## src/hdl/rvdc_consts.svh

```systemverilog
`ifndef RVDC_CONSTS_SVH
`define RVDC_CONSTS_SVH
// Operation
// - after each burst, re-arm valid generation from the returned strobe
// - re-arm only inside the strobe preamble interval; the code arms at the set delay and then takes any later strobe rise
// - each strobe group has its own three-bit delay select field
// - codes 000..101 give 1, 1.5, 2, 2.5, 3, 3.5 clocks; the code arms each half code a full clock after the code below it
// - preamble detect asserts when a proper strobe preamble is seen
// - read data counts as valid only while read valid is high
// - align groups differing by one clock before presenting the word
`define RVDC_GROUPS 2
`define RVDC_GRP_W 8
`define RVDC_SEL_W 3
`define RVDC_BURST_BEATS 4'h4
`define RVDC_SEL_MAX 3'h5
`endif

```

## src/hdl/rvdc_pkg.sv

```systemverilog
package rvdc_pkg;
	typedef enum logic [1:0] {
		RVDC_IDLE,
		RVDC_WAIT,
		RVDC_ARM,
		RVDC_BURST
	} rvdc_state_t;
endpackage

```

## src/hdl/rvdc_group.sv

```systemverilog
`timescale 1ns/100ps
`include "rvdc_consts.svh"
module rvdc_group
	import rvdc_pkg::*;
(
	input wire logic ref_clk_in,
	input wire logic rst_b_in,
	input wire logic read_issue_in,
	input wire logic [`RVDC_SEL_W-1:0] delay_sel_in,
	input wire logic strobe_in,
	input wire logic [`RVDC_GRP_W-1:0] dq_in,
	output logic valid_out,
	output logic [`RVDC_GRP_W-1:0] data_out,
	output logic preamble_detect_out
);
	rvdc_state_t state_r, state_nxt;
	logic [1:0] strobe_sync_r;
	logic strobe_prev_r;
	logic [3:0] cnt_r, cnt_nxt;
	logic [3:0] beats_r, beats_nxt;
	logic half_r;
	logic [`RVDC_GRP_W-1:0] dq_s1_r, dq_s2_r;
	logic strobe_rise;
	logic [3:0] target;
	logic sel_ok;
	logic wait_done;
	assign strobe_rise = strobe_sync_r[1] & ~strobe_prev_r;
	// half-clock codes wait one more full clock then use the opposite edge
	assign target = {2'h0, delay_sel_in[2:1]} + 4'h1;
	assign sel_ok = delay_sel_in <= `RVDC_SEL_MAX;
	// half codes go on the flag raised after the full count has passed
	assign wait_done = delay_sel_in[0] ? half_r : cnt_r == target;
	always_ff @(posedge ref_clk_in or negedge rst_b_in) begin
		if (!rst_b_in) begin
			strobe_sync_r <= 2'h0;
			strobe_prev_r <= 1'b0;
			dq_s1_r <= '0;
			dq_s2_r <= '0;
		end else begin
			strobe_sync_r <= {strobe_sync_r[0], strobe_in};
			strobe_prev_r <= strobe_sync_r[1];
			dq_s1_r <= dq_in;
			dq_s2_r <= dq_s1_r;
		end
	end
	// opposite edge marks the half-step point of the window
	always_ff @(negedge ref_clk_in or negedge rst_b_in) begin
		if (!rst_b_in) begin
			half_r <= 1'b0;
		end else begin
			half_r <= (state_r == RVDC_WAIT) & (cnt_r == target + 4'h1);
		end
	end
	always_comb begin
		state_nxt = state_r;
		cnt_nxt = cnt_r;
		beats_nxt = beats_r;
		case (state_r)
			RVDC_IDLE: begin
				if (read_issue_in && sel_ok) begin
					state_nxt = RVDC_WAIT;
					cnt_nxt = 4'h1;
				end
			end
			RVDC_WAIT: begin
				cnt_nxt = cnt_r + 4'h1;
				if (wait_done) begin
					state_nxt = RVDC_ARM;
				end
			end
			RVDC_ARM: begin
				// window only opens on a strobe rise seen while armed
				if (strobe_rise) begin
					state_nxt = RVDC_BURST;
					beats_nxt = `RVDC_BURST_BEATS;
				end
			end
			RVDC_BURST: begin
				beats_nxt = beats_r - 4'h1;
				if (beats_r == 4'h1) begin
					state_nxt = RVDC_IDLE;
				end
			end
			default: begin
				state_nxt = RVDC_IDLE;
			end
		endcase
	end
	always_ff @(posedge ref_clk_in or negedge rst_b_in) begin
		if (!rst_b_in) begin
			state_r <= RVDC_IDLE;
			cnt_r <= 4'h0;
			beats_r <= 4'h0;
			valid_out <= 1'b0;
			data_out <= '0;
			preamble_detect_out <= 1'b0;
		end else begin
			state_r <= state_nxt;
			cnt_r <= cnt_nxt;
			beats_r <= beats_nxt;
			valid_out <= state_r == RVDC_BURST;
			data_out <= dq_s2_r;
			preamble_detect_out <= (state_r == RVDC_ARM) & strobe_rise;
		end
	end
endmodule

```

## src/hdl/rvdc_top.sv

```systemverilog
`timescale 1ns/100ps
`include "rvdc_consts.svh"
module rvdc_top
	import rvdc_pkg::*;
(
	input wire logic ref_clk_in,
	input wire logic rst_b_in,
	input wire logic read_issue_in,
	input wire logic [`RVDC_GROUPS*`RVDC_SEL_W-1:0] read_pulse_tap_in,
	input wire logic [`RVDC_GROUPS-1:0] strobe_in,
	input wire logic [`RVDC_GROUPS*`RVDC_GRP_W-1:0] dq_in,
	output logic [`RVDC_GROUPS*`RVDC_GRP_W-1:0] read_data_out,
	output logic read_data_valid_out,
	output logic [`RVDC_GROUPS-1:0] preamble_detect_out
);
	localparam int G = `RVDC_GROUPS;
	localparam int W = `RVDC_GRP_W;
	logic [G-1:0] gv;
	logic [G-1:0] gpd;
	logic [G*W-1:0] gd;
	logic [G-1:0] gv_d_r;
	logic [G*W-1:0] gd_d_r;
	logic [G-1:0] late_r;
	logic [G-1:0] seen_r;
	logic [G-1:0] lane_v;
	logic [G*W-1:0] lane_d;
	logic all_v;
	genvar i;
	generate
		for (i = 0; i < G; i++) begin : g_grp
			rvdc_group u_grp (
				.ref_clk_in(ref_clk_in),
				.rst_b_in(rst_b_in),
				.read_issue_in(read_issue_in),
				.delay_sel_in(read_pulse_tap_in[i*3 +: 3]),
				.strobe_in(strobe_in[i]),
				.dq_in(dq_in[i*W +: W]),
				.valid_out(gv[i]),
				.data_out(gd[i*W +: W]),
				.preamble_detect_out(gpd[i])
			);
			// early groups are held back one clock to meet late ones
			assign lane_v[i] = late_r[i] ? gv[i] : gv_d_r[i];
			assign lane_d[i*W +: W] = late_r[i] ? gd[i*W +: W]
				: gd_d_r[i*W +: W];
		end
	endgenerate
	assign all_v = &lane_v;
	always_ff @(posedge ref_clk_in or negedge rst_b_in) begin
		if (!rst_b_in) begin
			gv_d_r <= '0;
			gd_d_r <= '0;
			late_r <= '0;
			seen_r <= '0;
			read_data_out <= '0;
			read_data_valid_out <= 1'b0;
			preamble_detect_out <= '0;
		end else begin
			gv_d_r <= gv;
			gd_d_r <= gd;
			seen_r <= seen_r | gv;
			// a group whose first beat comes after another's is late
			if (gv != '0 && seen_r == '0) begin
				late_r <= ~gv;
			end
			read_data_valid_out <= all_v;
			read_data_out <= all_v ? lane_d : read_data_out;
			preamble_detect_out <= gpd;
		end
	end
endmodule
```

## config.mk

```make
export PLATFORM = sky130hd
export DESIGN_NAME = rvdc_top
export DESIGN_NICKNAME = d
export VERILOG_FILES = /design/src/hdl/rvdc_pkg.sv /design/src/hdl/rvdc_group.sv /design/src/hdl/rvdc_top.sv
export VERILOG_INCLUDE_DIRS = /design/src /design/src/hdl
export SDC_FILE = /design/constraint.sdc
export NUM_CORES = 1
export LEC_CHECK = 0
export BUFFER_PORTS_ARGS = -buffer_cell sky130_fd_sc_hd__buf_2
export CORE_UTILIZATION = 45
export DETAILED_ROUTE_END_ITERATION = 8
export GPL_TIMING_DRIVEN = 0
export HOLD_SLACK_MARGIN = 0.02
export PLACE_DENSITY = 0.63
export RECOVER_POWER = 50
export SLEW_MARGIN = 20
export SYNTH_ARGS = -nofsm -noshare
export SYNTH_HDL_FRONTEND = slang
export SYNTH_HIERARCHICAL = 1
export SYNTH_SLANG_ARGS = --single-unit
```

## constraint.sdc

```tcl
create_clock -name ref_clk_in -period 4.38 [get_ports ref_clk_in]
set_clock_uncertainty 0.1 [all_clocks]
set_input_delay 0.438 -clock ref_clk_in [delete_from_list [all_inputs] [get_ports ref_clk_in]]
set_output_delay 0.438 -clock ref_clk_in [all_outputs]
set_load 0.01 [all_outputs]
```

==> run_results.csv <==
group,metric,value,unit
outcome,outcome,"completed",
min_path,holdCritStartpoint,"g_grp[1].u_grp/dq_s2_r[5]",
grt,grt.met3_usage,5.60,%
drt,route.final.wire_length,7060,um
yosys,synth-edff-count,0,
drt,detail_route.wl_per_cell,12.8,um
cells_and_area,postLayoutCoreUtil,58.9,%
flow_run,maxCapViolCount,0,
cts,numClockSinks,121,
yosys,yosys-mux-area-fraction,10.7,%
drt,viasPerCell,4.84,
cells_and_area,antennaDiodeCount,0,
grt,via_count_of_the_first_global_routing_pass,2749,
cells_and_area,post_layout_nonfiller_instances,553,
setup_path,cp-start-kind,"register",
drt,detail_route.iter0.violations,137,
cells_and_area,drive_gt1_share,28.3,%
cells_and_area,multi_input_comb_area,1500,um^2
setup_path,worstPathMaxFanout,9,
yosys,ys_ff_latch,121,
cells_and_area,design.final.nets,456,
yosys,post_synth_fa_ha_maj_area_fraction,5.93,%
sta,setup_viol,0,
cells_and_area,seq_area,3030,um^2
yosys,synthesis.yosys.warnings,6,
min_path,worstHoldPathType,"reg2reg",
setup_path,worst_ep_required_time,2520,ps
floorplan,initial_core_util,46.9,%
yosys,synthFlopType,"dfrtp_1",
sta,rel_slew_slack,60.9,%
place,finalWeightedCongestion,0.742,
grt,gr-usage-all-layers,15.2,%
setup_path,crit_path_top_delay_cell,"dfrtp_1",
place,placed_cells,502,
yosys,synthArstFlopShare,100,%
grt,antenna_found_initial,0,
drt,vias,2678,
cells_and_area,synthToLayoutAreaGrowth,25.5,%
grt,grt_pass1_wl,12700,um
setup_path,critical_path_type,"reg2reg",
grt,globalRouteOverflowTotal,0,
place,hpwlAfterDp,4720,um
floorplan,design.core.area,9910,um^2
yosys,synthesis.area_per_instance,14.4,um^2
min_path,hold_depth,0,
power_and_ir_drop,p_per_area,676,nW/um^2
min_path,hold-path-endpoint,"g_grp[1].u_grp/data_out[5]",
setup_path,timing.rr.start,"g_grp[0].u_grp/state_r[1]",
sta,worst-slew-pin-transition,586,ps
sta,final_max_slew_viol_count,0,
grt,grt.busiest_layer,"met2",
setup_path,critical_path.max_stage_delay,400,ps
setup_path,worstRegToRegCells,5,
floorplan,row_count,36,
setup_path,endpoint_kind,"register",
yosys,ys_types,48,
sta,finalHoldViolations,0,
drt,drc_errors,0,
place,portBuffers,45,
cts,root_buffer,"clkbuf_8",
yosys,synth-xor-area-share,1.13,%
setup_path,crit_arrival,1950,ps
cts,path_clk_slew,50,ps
cts,cts_buffers,17,
power_and_ir_drop,p_leak,2.68,nW
floorplan,die_x,104,um
grt,use_met1,19.2,%
floorplan,floorplan.io_pins,46,
sta,rsz0062_at_grt,"false",
floorplan,die_height,104,um
drt,drt_pass1_iterations,4,
cts,post_cts_buffers,0,
floorplan,die_area,10700,um^2
cts,cts-root-to-sink-buffers,2,
yosys,combinational_family_with_the_most_area_after_synthesis,"multiplexers",
setup_path,critPathBufInv,2,
cts,postCtsResizedCells,0,
cells_and_area,n_fill_cell,810,
yosys,synth_compound_area_share,8.78,%
setup_path,reg2reg_slack,570,ps
power_and_ir_drop,power.ir.vdd_worst,0.000290,V
setup_path,critical_path.cell_chain,"inv_1, ha_1, clkbuf_1, o221ai_1, nor3b_1",
yosys,post_synth_instance_area,4650,um^2
drt,detail-route-antenna-nets,0,
yosys,net_count_after_synthesis,372,
setup_path,crit_family,"buffers and inverters",
grt,grt_start_max_net_pins,69,
cts,clkLatencyLatePin,500,ps
cts,number_of_levels_the_h_tree_was_split_into,4,
grt,globalRouteMet2Util,23.7,%
yosys,netlist_instances,323,
setup_path,reg2reg_to,"g_grp[0].u_grp/half_r",
yosys,share_of_synthesized_cell_area_in_and_or_nand_and_nor_gates,5.68,%
cts,tritoncts,"yes",
yosys,share_of_the_yosys_chip_area_belonging_to_registers,65.2,%
worst max-delay path by stage:
stage                                    from               endpoint  slack, ps  cells past startpoint
finish              g_grp[0].u_grp/state_r[1]  g_grp[0].u_grp/half_r        570                      5
global route        g_grp[0].u_grp/state_r[1]  g_grp[0].u_grp/half_r        410                      5
floorplan                read_pulse_tap_in[1]  g_grp[0].u_grp/half_r        690                      5
detailed placement       read_pulse_tap_in[1]  g_grp[0].u_grp/half_r        390                      6
CTS                 g_grp[0].u_grp/state_r[1]  g_grp[0].u_grp/half_r        550                      5
global placement                     rst_b_in  g_grp[1].u_grp/half_r       -760                      1
cell usage after synthesis, types with 3 or more instances:
master,count,area [um^2]
o21a_1,3,22.5
a21boi_0,3,22.5
mux2_4,9,135
nand2b_1,4,25.0
a21oi_1,13,65.1
inv_1,19,71.3
o221ai_1,3,26.3
nand2_1,8,30.0
o21ai_0,14,70.1
ha_1,22,275
or2_2,4,25.0
dfrtp_1,119,2980
mux2i_1,6,60.1
xnor2_1,4,35.0
nor2_1,12,45.0
mux2_2,25,282
nor3_1,4,20.0
nand3_1,6,30.0
nor3b_1,4,30.0
nor2b_1,3,18.8
kinds of logic after synthesis:
family,after synthesis
adders and majority gates,22
xor gates and xnor gates,6
muxes,42
buffers and inverters,24
and+or+nand+nor,51
AOI/OAI and AO/OA,57
DFF,121
layer usage:
layer	vias to the layer above	part of all wire, %
li1	1306	-
met1	1312	46
met2	47	48
met3	13	4.0
met4	0	1.8
met5	-	0
worst reg2reg max path: stages, from the launching register on:
cell and delay (ps):
dfrtp_1 400, inv_1 110, ha_1 150, clkbuf_1 340, o221ai_1 200, nor3b_1 250
power by group:
part,total (W),internal (W),switching [W],leakage (nW)
Sequential,0.00152,0.00135,0.000165,1.44
Combinational,0.00112,0.000579,0.000539,0.958
Clock,0.00131,0.000863,0.000443,0.285
sequential cells by signal (all words and copies together) (netlist names), 4 cells and up:
name                       cells
g_grp.u_grp/data_out          16
g_grp.u_grp/dq_s1_r           16
g_grp.u_grp/dq_s2_r           16
gd_d_r                        16
read_data_out                 16
g_grp.u_grp/beats_r            8
g_grp.u_grp/cnt_r              8
g_grp.u_grp/state_r            4
g_grp.u_grp/strobe_sync_r      4
repair_timing:
action / CTS / global route
endpoints found under the hold margin: 69 / 0
hold buffers: 19 / 0
endpoints found under the setup margin: 0 / 0
through the flow:
| step | TNS [ps] | setup WS, ps | hold WS [ps] | instance area [um^2] | total power (W) |
|---|---|---|---|---|---|
| after floorplan | 0 | 686 | 42.4 | 4650 | 0.00235 |
| after global placement | -1510 | -757 | 232 | 5040 | 0.00261 |
| after detailed placement | 0 | 386 | 235 | 5070 | 0.00266 |
| after CTS | 0 | 548 | 241 | 5830 | 0.00400 |
| after global routing | 0 | 406 | 255 | 5830 | 0.00420 |
| final | 0 | 568 | 240 | 5830 | 0.00394 |
area by class of cell:
cell class	count	share of cell area, %
clock inverters	8	1.59
clock buffers	24	8.24
inverters	19	1.22
flip-flops and latches	121	51.9
plain buffers	5	0.815
multi-input cells	178	25.7
repair buffers	65	7.66
well taps	133	2.85
cells in the final DEF, fill, tap and decap left out, types with 3 or more instances in the layout:
master,count
or2_2,4
nor2b_1,3
o21ai_0,14
nor3_1,4
ha_1,22
clkbuf_16,16
dfrtp_1,119
a21oi_1,13
mux2_2,25
buf_2,43
mux2_4,9
nor2_1,12
mux2i_1,6
nor3b_1,4
clkbuf_1,6
nand2_1,8
nand3_1,6
dlygate4sd3_1,19
clkbuf_8,5
o21a_1,3
o221ai_1,3
a21boi_0,3
xnor2_1,4
clkinv_2,5
nand2b_1,4
inv_1,19
No activity file was read; power rests on OpenSTA's default activity.
